--- src/dps_pkg.sv ---
// Purpose: Shared types and constants for the debug port protocol selector
// Assumes: Debug clock and data/mode pin are sampled by the fast system clock
// Notes: Pattern values are as sent most significant bit first
`default_nettype none
package dps_pkg;

    typedef enum logic [3:0] {
        TAP_TLR, TAP_RTI,
        TAP_SEL_DR, TAP_CAP_DR, TAP_SH_DR, TAP_EX1_DR, TAP_PA_DR, TAP_EX2_DR, TAP_UPD_DR,
        TAP_SEL_IR, TAP_CAP_IR, TAP_SH_IR, TAP_EX1_IR, TAP_PA_IR, TAP_EX2_IR, TAP_UPD_IR
    } dps_tap_t;

    typedef enum logic [1:0] {
        MODE_JTAG, MODE_TWO_WIRE, MODE_DORMANT
    } dps_mode_t;

    // Select patterns, first bit on the wire is bit 15
    localparam logic [15:0] SEL_TO_JTAG = 16'h3CE7;
    localparam logic [15:0] SEL_TO_TWO_WIRE = 16'h79E7;
    localparam logic [4:0] PAT_LAST = 5'h0F;
    localparam logic [4:0] PAT_DONE = 5'h10;

    // Consecutive high data/mode bits that define each reset condition
    localparam logic [5:0] LINE_RESET_HIGHS = 6'h32;
    localparam logic [5:0] TAP_RESET_HIGHS = 6'h05;

    // Zero-length scan counter limits
    localparam logic [2:0] ZS_MAX = 3'h7;
    localparam logic [2:0] ZS_DORMANT = 3'h6;
    localparam logic [2:0] ZS_ZERO = 3'h0;
    localparam logic [2:0] ZS_ONE = 3'h1;

endpackage
`default_nettype wire

--- src/dps_zs_if.sv ---
// Purpose: Carries TAP transitions to the zero-length scan detector
// Assumes: One step pulse per TAP transition, in the system clock domain
// Notes: enter is combinational from the detector state
`timescale 1ns/1ps
`default_nettype none
interface dps_zs_if;
    import dps_pkg::*;
    logic step;
    dps_tap_t tap_next;
    logic enter;
    logic [2:0] count;
    logic lock;
    modport host (output step, output tap_next, input enter, input count, input lock);
    modport det (input step, input tap_next, output enter, output count, output lock);
endinterface
`default_nettype wire

--- src/dps_zscan.sv ---
// Purpose: Zero-length data-register scan counter and dormant entry detector
// Assumes: step marks each TAP transition, tap_next is the state being entered
// Notes: State updates only on step, so a stopped debug clock freezes it
`timescale 1ns/1ps
`default_nettype none
module dps_zscan (
    input wire logic i_mclk,
    input wire logic i_rst_n,
    input wire logic i_ce,
    dps_zs_if.det zi
);
    import dps_pkg::*;

    typedef struct packed {
        logic shift_seen_flag;
        logic [2:0] zero_scan_counter;
        logic zero_scan_lock;
    } dps_zs_st_t;

    localparam dps_zs_st_t ZS_RST = '{shift_seen_flag: 1'b0, zero_scan_counter: ZS_ZERO,
                                      zero_scan_lock: 1'b0};

    dps_zs_st_t st;
    dps_zs_st_t next_st;
    logic clr;

    assign clr = zi.tap_next == TAP_SEL_IR || zi.tap_next == TAP_TLR;

    always_comb begin
        next_st = st;
        if (zi.step) begin
            case (zi.tap_next)
                TAP_CAP_DR: begin
                    next_st.shift_seen_flag = 1'b0;
                end
                TAP_SH_DR: begin
                    next_st.shift_seen_flag = 1'b1;
                    if (st.zero_scan_counter != ZS_ZERO) begin
                        next_st.zero_scan_lock = 1'b1;
                    end
                end
                TAP_UPD_DR: begin
                    if (!st.zero_scan_lock && !st.shift_seen_flag &&
                        st.zero_scan_counter < ZS_MAX) begin
                        next_st.zero_scan_counter = st.zero_scan_counter + ZS_ONE;
                    end
                end
                TAP_SEL_IR, TAP_TLR: begin
                    next_st.zero_scan_counter = ZS_ZERO;
                    next_st.zero_scan_lock = 1'b0;
                end
                default: begin
                end
            endcase
        end
        // Fresh count after dormant entry, so waking at idle cannot enter again
        if (zi.enter) begin
            next_st = ZS_RST;
        end
    end

    assign zi.enter = zi.step && zi.tap_next == TAP_RTI && st.zero_scan_lock &&
                      st.zero_scan_counter == ZS_DORMANT;
    assign zi.count = st.zero_scan_counter;
    assign zi.lock = st.zero_scan_lock;

    always_ff @(posedge i_mclk or negedge i_rst_n) begin
        if (!i_rst_n) begin
            st <= ZS_RST;
        end else if (i_ce) begin
            st <= next_st;
        end
    end
endmodule // dps_zscan
`default_nettype wire

--- src/dps_top.sv ---
// Purpose: Protocol selection watcher for a dual protocol debug port
// Assumes: Debug clock at most one tenth of i_mclk; alert and activation
//          matches come from same-clock logic as one-cycle pulses
// Notes: Pins pass three flops; a change counts once stages two and three agree
//
// Summary of operation
// - Two-wire to JTAG pattern only from line reset
// - Two-wire to JTAG pattern is 0x3CE7
// - Dormant ignores everything except selection alert; TAP reset pin still resets the TAP
// - Alert then activation code leaves dormant
// - Dormant operation always implemented here
// - Dormant entry from JTAG or two-wire
// - JTAG activation keeps TAP state from entry
// - Two-wire activation leaves reset pending
// - Two-wire only build starts dormant
// - Shift flag cleared at capture, set at shift
// - Counter cleared on select-IR, TLR, reset
// - Zero scan increments, saturating at seven
// - Shift with nonzero count locks counter
// - Idle with locked six enters dormant
// - TLR abandon rearms two-wire pattern detection
// - After a match, ignore patterns until reset
// - JTAG to two-wire pattern is 0x79E7
// - Powerup selects JTAG with TAP in TLR when JTAG_PRESENT
`timescale 1ns/1ps
`default_nettype none
module dps_top #(
    parameter bit JTAG_PRESENT = 1'b1
) (
    input wire logic i_mclk,
    input wire logic i_nrst,
    input wire logic i_ce,
    input wire logic i_debug_clock_pin,
    input wire logic i_data_mode_pin,
    input wire logic i_tap_reset_n,
    input wire logic i_alert_seen,
    input wire logic i_act_jtag,
    input wire logic i_act_two_wire,
    input wire logic i_two_wire_dormant_req,
    output dps_pkg::dps_mode_t o_mode,
    output dps_pkg::dps_tap_t o_tap_state,
    output logic o_dormant_state,
    output logic o_jtag_selected_in_reset,
    output logic o_two_wire_selected_in_reset
);
    import dps_pkg::*;

    typedef struct packed {
        logic ck_a;
        logic ck_b;
        logic ck_c;
        logic ck_stable;
        logic dm_a;
        logic dm_b;
        logic dm_c;
        logic dm_stable;
        logic tr_a;
        logic tr_b;
        logic tr_c;
        logic tr_stable;
        dps_tap_t tap;
        dps_mode_t mode;
        logic [5:0] run;
        logic [4:0] bc;
        logic [15:0] shift;
        logic armed;
        logic alert_armed;
        logic jsr;
        logic swr;
        logic dorm;
    } dps_st_t;

    localparam dps_mode_t MODE_RST = JTAG_PRESENT ? MODE_JTAG : MODE_DORMANT;
    localparam dps_st_t ST_RST = '{ck_a: 1'b0, ck_b: 1'b0, ck_c: 1'b0, ck_stable: 1'b0,
        dm_a: 1'b1, dm_b: 1'b1, dm_c: 1'b1, dm_stable: 1'b1,
        tr_a: 1'b1, tr_b: 1'b1, tr_c: 1'b1, tr_stable: 1'b1,
        tap: TAP_TLR, mode: MODE_RST, run: 6'h00, bc: PAT_DONE, shift: 16'hFFFF,
        armed: 1'b1, alert_armed: 1'b0, jsr: JTAG_PRESENT, swr: 1'b0, dorm: !JTAG_PRESENT};

    logic rst_a;
    logic rst_n;
    dps_st_t st;
    dps_st_t next_st;
    dps_zs_if zi();

    function automatic dps_tap_t tap_step(input dps_tap_t s, input logic tms);
        dps_tap_t n;
        n = s;
        case (s)
            TAP_TLR: n = tms ? TAP_TLR : TAP_RTI;
            TAP_RTI: n = tms ? TAP_SEL_DR : TAP_RTI;
            TAP_SEL_DR: n = tms ? TAP_SEL_IR : TAP_CAP_DR;
            TAP_CAP_DR: n = tms ? TAP_EX1_DR : TAP_SH_DR;
            TAP_SH_DR: n = tms ? TAP_EX1_DR : TAP_SH_DR;
            TAP_EX1_DR: n = tms ? TAP_UPD_DR : TAP_PA_DR;
            TAP_PA_DR: n = tms ? TAP_EX2_DR : TAP_PA_DR;
            TAP_EX2_DR: n = tms ? TAP_UPD_DR : TAP_SH_DR;
            TAP_UPD_DR: n = tms ? TAP_SEL_DR : TAP_RTI;
            TAP_SEL_IR: n = tms ? TAP_TLR : TAP_CAP_IR;
            TAP_CAP_IR: n = tms ? TAP_EX1_IR : TAP_SH_IR;
            TAP_SH_IR: n = tms ? TAP_EX1_IR : TAP_SH_IR;
            TAP_EX1_IR: n = tms ? TAP_UPD_IR : TAP_PA_IR;
            TAP_PA_IR: n = tms ? TAP_EX2_IR : TAP_PA_IR;
            TAP_EX2_IR: n = tms ? TAP_UPD_IR : TAP_SH_IR;
            TAP_UPD_IR: n = tms ? TAP_SEL_DR : TAP_RTI;
            default: n = TAP_TLR;
        endcase
        return n;
    endfunction

    // Reset is released through two flops; assertion stays asynchronous
    always_ff @(posedge i_mclk or negedge i_nrst) begin
        if (!i_nrst) begin
            rst_a <= 1'b0;
            rst_n <= 1'b0;
        end else begin
            rst_a <= 1'b1;
            rst_n <= rst_a;
        end
    end

    logic ck_rise;
    logic tms;
    logic trst;
    logic in_reset;
    logic match;
    logic [15:0] shifted;
    logic [5:0] run_nx;
    dps_tap_t tap_nx;

    always_comb begin
        next_st = st;
        next_st.ck_a = i_debug_clock_pin;
        next_st.ck_b = st.ck_a;
        next_st.ck_c = st.ck_b;
        next_st.dm_a = i_data_mode_pin;
        next_st.dm_b = st.dm_a;
        next_st.dm_c = st.dm_b;
        next_st.tr_a = i_tap_reset_n;
        next_st.tr_b = st.tr_a;
        next_st.tr_c = st.tr_b;
        if (st.ck_b == st.ck_c) begin
            next_st.ck_stable = st.ck_c;
        end
        if (st.dm_b == st.dm_c) begin
            next_st.dm_stable = st.dm_c;
        end
        if (st.tr_b == st.tr_c) begin
            next_st.tr_stable = st.tr_c;
        end
        ck_rise = st.ck_b == st.ck_c && st.ck_c && !st.ck_stable;
        tms = (st.dm_b == st.dm_c) ? st.dm_c : st.dm_stable;
        trst = st.tr_b == st.tr_c && !st.tr_c;
        tap_nx = tap_step(st.tap, tms);
        shifted = {st.shift[14:0], tms};
        run_nx = (st.run < LINE_RESET_HIGHS) ? st.run + 6'h01 : st.run;
        // Reset condition counts the high bit being taken, so the minimum run suffices
        in_reset = (st.mode == MODE_TWO_WIRE && run_nx >= LINE_RESET_HIGHS) ||
                   (st.mode == MODE_JTAG && run_nx >= TAP_RESET_HIGHS && tap_nx == TAP_TLR);
        match = 1'b0;

        // one step per rising debug clock edge in JTAG mode, and one each cycle the TAP reset pin is low
        zi.step = (ck_rise && st.mode == MODE_JTAG) || trst;
        zi.tap_next = trst ? TAP_TLR : tap_nx;
        if (zi.step) begin
            next_st.tap = zi.tap_next;
        end

        if (ck_rise && st.mode != MODE_DORMANT) begin
            next_st.shift = shifted;
            next_st.run = !tms ? 6'h00 : run_nx;
            // bit count restarts only from reset
            if (tms && in_reset) begin
                next_st.bc = 5'h00;
            end else if (st.bc < PAT_DONE) begin
                next_st.bc = st.bc + 5'h01;
            end
            if (tms && in_reset) begin
                next_st.armed = 1'b1;
            end
            if (st.armed && st.bc == PAT_LAST) begin
                if (st.mode == MODE_TWO_WIRE && shifted == SEL_TO_JTAG) begin
                    match = 1'b1;
                    next_st.mode = MODE_JTAG;
                end
                if (st.mode == MODE_JTAG && shifted == SEL_TO_TWO_WIRE) begin
                    match = 1'b1;
                    next_st.mode = MODE_TWO_WIRE;
                    next_st.run = 6'h00;
                end
            end
            if (match) begin
                next_st.armed = 1'b0;
            end
        end

        // locked six at idle enters dormant
        if (st.mode == MODE_JTAG && zi.enter) begin
            next_st.mode = MODE_DORMANT;
            next_st.alert_armed = 1'b0;
        end
        // two-wire side may also go dormant
        if (st.mode == MODE_TWO_WIRE && i_two_wire_dormant_req) begin
            next_st.mode = MODE_DORMANT;
            next_st.alert_armed = 1'b0;
        end

        if (st.mode == MODE_DORMANT) begin
            if (i_alert_seen) begin
                next_st.alert_armed = 1'b1;
            end else if (st.alert_armed && i_act_jtag && JTAG_PRESENT) begin
                // TAP resumes the state it left
                next_st.mode = MODE_JTAG;
                next_st.alert_armed = 1'b0;
                next_st.run = 6'h00;
                next_st.bc = PAT_DONE;
            end else if (st.alert_armed && i_act_two_wire) begin
                next_st.mode = MODE_TWO_WIRE;
                next_st.alert_armed = 1'b0;
                next_st.run = 6'h00;
                next_st.bc = PAT_DONE;
            end
        end

        next_st.jsr = next_st.mode == MODE_JTAG && next_st.tap == TAP_TLR;
        next_st.swr = next_st.mode == MODE_TWO_WIRE && next_st.run >= LINE_RESET_HIGHS;
        next_st.dorm = next_st.mode == MODE_DORMANT;
    end

    dps_zscan u_zscan (
        .i_mclk(i_mclk),
        .i_rst_n(rst_n),
        .i_ce(i_ce),
        .zi(zi)
    );

    always_ff @(posedge i_mclk or negedge rst_n) begin
        if (!rst_n) begin
            st <= ST_RST;
        end else if (i_ce) begin
            st <= next_st;
        end
    end

    assign o_mode = st.mode;
    assign o_tap_state = st.tap;
    assign o_dormant_state = st.dorm;
    assign o_jtag_selected_in_reset = st.jsr;
    assign o_two_wire_selected_in_reset = st.swr;
endmodule // dps_top
`default_nettype wire

--- config.mk ---
export PLATFORM = sky130hd
export DESIGN_NAME = dps_top
export DESIGN_NICKNAME = d
export VERILOG_FILES = /design/src/dps_pkg.sv /design/src/dps_zs_if.sv /design/src/dps_zscan.sv /design/src/dps_top.sv
export SDC_FILE = /design/constraint.sdc
export NUM_CORES = 1
export LEC_CHECK = 0
export ABC_CLOCK_PERIOD_IN_PS = 2460
export BUFFER_PORTS_ARGS = -buffer_cell sky130_fd_sc_hd__buf_2
export CORE_MARGIN = 2
export CORE_UTILIZATION = 45
export DETAILED_ROUTE_END_ITERATION = 12
export GPL_ROUTABILITY_DRIVEN = 0
export PLACE_DENSITY = 0.69
export SLEW_MARGIN = 10
export SYNTH_ARGS = -nofsm -noshare
export SYNTH_HDL_FRONTEND = slang
export SYNTH_HIERARCHICAL = 1
export SYNTH_SLANG_ARGS = --single-unit
--- constraint.sdc ---
create_clock -name i_mclk -period 2.46 [get_ports i_mclk]
set_input_delay 0.615 -clock i_mclk [delete_from_list [all_inputs] [get_ports i_mclk]]
set_output_delay 0.615 -clock i_mclk [all_outputs]
set_load 0.1 [all_outputs]
# Word level (Yosys, flattened, before mapping)
# Index checks and enable logic that the tools add are counted.
# op_classes
n_mux	49
order_cmp	6
add_sub_neg	3
reduce_logical	51
n_eq_ne	34
# ops
operator	n
$mux 13	4
$pmux 4 s12	1
$eq 4x4->1 const B	10
$mux 30	1
$mux 4	6
$logic_and 1x1->1	23
$eq 4x3->1 const B	5
$mux 5	4
$mux 1	17
$eq 16x14->1 const B	1
$eq 16x15->1 const B	1
$logic_not 4->1	4
$mux 8	2
$eq 4x2->1 const B	3
$ge 6x6->1 const B	2
$mux 2	6
$mux 6	2
$reduce_bool 3->1	4
$mux 3	3
$eq 4x1->1 const B	2
$reduce_and 4->1	2
$add 6x1->6 const B	1
$ge 6x3->1 const B	1
$lt 6x6->1 const B	1
21 further kinds	37
# totals
output_inout_bits	9
input_bits	10
register_bits	56

# Depth between registers and ports, before layout
# depth
word_depth	19
mapped_depth	14

# Hierarchy
# Netlist, hierarchy kept.
# by_module_without_submodules
module	n_inst	seq_area_each_um2	cells_each	area_each_um2
dps_top	1	1282.5	349	2981.6
dps_zscan	1	125.1	45	400.4

# Worst setup path after synthesis
# OpenSTA, ideal clock, no wires.
# synth_path
kind	register to register
startpoint	register st, in the netlist next_st[43]
endpoint	register st, in the netlist o_two_wire_selected_in_reset
arrival_ps	2900
path_stages_with_launch	11
required_time_ps	2394
setup_slack_ps	-506
cell_sequence	dfstp_2 > maj3_1 > clkbuf_1 > o21ai_1 > nor4_1 > nor4b_1 > mux2_2 > and2_1 > a21o_1 > a21oi_1 > a41o_1
# synth_between
elab_chain_len	18
elab_cells_between_ends	39
classes_between	order compare: 1; eq/ne: 5; mux: 26; reduce/logical: 7
# synth_rtl
element	line_no	rtl
from (decl)	dps_top.sv:82	dps_st_t st;
from (signal assigned)	dps_top.sv:241	st <= next_st;
$eq 1x1->1 (*)	dps_top.sv:152	tms = (st.dm_b == st.dm_c) ? st.dm_c : st.dm_stable;
$mux 1 (*)	-	
$mux 3, or another cell as far along	dps_top.sv:104	TAP_EX2_IR: n = tms ? TAP_UPD_IR : TAP_SH_IR;
$pmux 4 s12 (*)	dps_top.sv:89	case (s)
$mux 4 (*)	dps_top.sv:164	zi.tap_next = trst ? TAP_TLR : tap_nx;
net zi.tap_next[2]	dps_zs_if.sv:9	dps_tap_t tap_next;
$eq 4x1->1 (*)	dps_zscan.sv:62	assign zi.enter = zi.step && zi.tap_next == TAP_RTI && st.zero_scan_lock &&
$logic_and 1x1->1 (*) (3 in series)	dps_zscan.sv:62	
net zi.enter	dps_zs_if.sv:10	logic enter;
[... 1 more ...]	-	
$mux 2 (*)	dps_top.sv:198	if (st.mode == MODE_JTAG && zi.enter) begin
$mux 2 (*)	dps_top.sv:203	if (st.mode == MODE_TWO_WIRE && i_two_wire_dormant_req) begin
$mux 13	dps_top.sv:217	end else if (st.alert_armed && i_act_two_wire) begin
$mux 13	dps_top.sv:211	end else if (st.alert_armed && i_act_jtag && JTAG_PRESENT) begin
$mux 13	dps_top.sv:209	if (i_alert_seen) begin
$mux 13 (*)	dps_top.sv:208	if (st.mode == MODE_DORMANT) begin
$eq 2x1->1 (*)	dps_top.sv:226	next_st.swr = next_st.mode == MODE_TWO_WIRE && next_st.run >= LINE_RESET_HIGHS;
$logic_and 1x1->1 (*)	dps_top.sv:226	
# Mark *: on every way through the listed nets, which the timed path passes. The rest lies on a longest branch.
# A chain may end at the register's enable or synchronous reset.

# Final worst setup path
# layout_path
startpoint	register st[43] (netlist bit)
endpoint	register st, in the netlist o_jtag_selected_in_reset
# layout_between
elab_chain_len	18
elab_cells_between_ends	39
classes_between	eq/ne: 4; mux: 26; reduce/logical: 9
# layout_rtl
element	line_no	rtl
$eq 1x1->1	dps_top.sv:152	
$mux 1 (*)	-	
$mux 2, or another cell as far along	-	
$pmux 4 s12 (*)	dps_top.sv:89	
$mux 4 (*)	dps_top.sv:164	
net zi.tap_next[1]	dps_zs_if.sv:9	
$eq 4x1->1 (*)	dps_zscan.sv:62	
$logic_and 1x1->1 (*) (3 in series)	dps_zscan.sv:62	
net zi.enter	dps_zs_if.sv:10	
[... 1 more ...]	-	
$mux 2 (*)	dps_top.sv:198	
$mux 2 (*)	dps_top.sv:203	
$mux 13	dps_top.sv:217	
$mux 13	dps_top.sv:211	
$mux 13	dps_top.sv:209	
$mux 13 (*)	dps_top.sv:208	
$logic_not 2->1 (*)	dps_top.sv:225	next_st.jsr = next_st.mode == MODE_JTAG && next_st.tap == TAP_TLR;
$logic_and 1x1->1 (*)	dps_top.sv:225	
# Marked as above.

==> impl_results.md <==
- Final HPWL DP: 5.78 mm
- Core area: 7250 um^2
- Commonest non-fill, non-tap cell in the layout: nand2_1
- Max VDD drop: 0.379 mV
- Synth Area per Inst: 8.59 um^2
- Hold-fix buffers, CTS: 0
- Die W: 90.4 um
- Power per cell area: 967 nW/um^2
- Aggregate global routing overflow: 0
- Initial core utilization: 46.3%
- TritonCTS clock tree: built
- RSZ-0062 raised after global routing: yes
- CTS Buffer Depth: 2
- Largest net degree at the start of global routing: 39
- Ant diodes: 0
- Placed cell count: 530
- PortBufs: 18
- CTS buffer count: 5
- Fin crit share: 110%
- Skew-Pair Late Insertion Delay: 0.31 ns
- Total Wirelength: 8.17 mm
- Post-route worst setup slack: -0.251 ns
- Crit Path Class: reg -> reg
- Synthesized area: 3360 um^2
- Worst Max-Slew Pin Slew: 0.579 ns
- Die Y-Extent: 90.4 um
- Initial antenna violation count: 0
- Final Hold Fails: 0
- First-pass GRT wire length: 13.7 mm
- Synth warnings: 6
- Post-route ant nets: 0
- NumNets Final: 465
- Die footprint: 8170 um^2
- Hold Crit Class: in -> async
- Final Non-Filler Cells: 549
- Vias in the first global route: 2916
- Sequential Area: 1410 um^2
- Via count: 3044
- Multi-input gate area: 1910 um^2
- GRT Overall Usage: 20.1%
- Post-Syn Nets: 407
- Setup crit start: st[43]
- Gate Count Post-Synth: 391
- Row cnt: 31
- Arrival time at the worst endpoint: 2.94 ns
- Crit path launch type: register
- Final Setup Violations: 11
- Clk root buf: clkbuf_8
- Top Ports: 19
- Vias per cell: 5.54
- Setup Skew: 0.00552 ns
- Clk sinks: 55
- Critical path endpoint category: register
- Avg WL per Cell: 14.9 um
- FMAX: 369 MHz
- Length of the first detailed-routing pass in iterations: 4
- Worst flop-to-flop path startpoint: st[43]
- Worst Path Max Fanout: 6
- Data required time at the worst endpoint: 2.69 ns
- Slew HR: 60.9%
- Layout area overhead: 24.7%
- Failing checks: setup timing
- Min Clock Period, post-route: 2.71 ns
- Max-Cap Viols: 0
- DRT iter0 DRCs: 222
- Lkg Pwr: 1.85 nW
- DRC: 0
- Status: finished with violations
- Reg clk slew, reported paths: 0.10 ns
- Most frequent cells in the layout: nand2_1 (71), buf_4 (54), nor2_1 (29), dfrtp_1 (29), dfstp_2 (25)
- Setup TNS: -1.47 ns
- Slew Viols, Final: 0
- H-tree depth: 2
- Fillers: 645
- Share of cells above drive strength 1: 34.0%
-- sequential cells by signal, summed over array words and instances (netlist names), 2 cells and up --
name,count
u_zscan/zi.count,3
o_mode,2
shifted,15
o_tap_state,4
st,18
next_st,6
-- timing repair --
action,CTS,global route
pin swaps,11,14
endpoints found under the hold margin,0,0
endpoints found under the setup margin,10,13
buffers inserted,7,5
resized for setup,16,10
cloned,0,0
-- worst max-delay path, cell delays in order (launching register included) --
cell	delay, ns
dfstp_2	0.56
maj3_2	0.27
buf_4	0.13
buf_4	0.14
a211oi_2	0.08
nor3_2	0.28
nor2_2	0.09
nor4b_2	0.25
mux2_4	0.20
and2_4	0.14
a21o_1	0.12
a21oi_4	0.05
o41ai_2	0.32
-- path summary, 6_finish.rpt --
check / end / slack [ns] / cells after the start
setup / recovery: o_jtag_selected_in_reset / -0.25 / 12
max in group asynchronous: shifted[5] / 1.69 / 1
hold reg to reg: u_zscan/st[4] / 0.19 / 0
setup reg to reg: o_jtag_selected_in_reset / -0.25 / 12
hold / removal: rst_n / 0.06 / 1
min in group i_mclk: rst_n / 0.36 / 0
-- power by group --
group	leakage, nW	internal, mW	total [mW]	switching [mW]
registers	0.640	1.15	1.32	0.170
logic	1.15	0.826	2.02	1.19
clock network	0.0654	0.407	0.720	0.313
-- metrics by stage --
step	cell area, um^2	hold WS, ns	util [%]	total power [mW]	worst slack (ns)
3_3_place_gp	3860	0.188	53.2	3.09	-0.202
3_5_place_dp	3860	0.193	53.2	3.13	-0.282
4_1_cts	4120	0.0563	56.8	3.95	-0.217
2_1_floorplan	3410	0.319	-	2.61	-0.136
6_report	4190	0.0640	57.8	4.05	-0.251
5_1_grt	4190	0.0555	57.8	4.29	-0.362
-- per-layer routing --
layer | wire length (um) | GRT usage [%]
met2 | 3890 | 32.5
met1 | 3850 | 28.0
met3 | 261 | 2.84
met4 | 169 | 6.28
met5 | 0 | 0
-- layout make-up --
cell class	count	share of cell area (%)
Timing Repair Buffer	76	13.3
Sequential cell	55	33.6
Clock buffer	6	1.73
Tap cell	99	2.96
Multi-Input combinational cell	296	45.6
Clock inverter	2	1.43
Inverter	15	1.34
(Power assumes the default switching activity.)
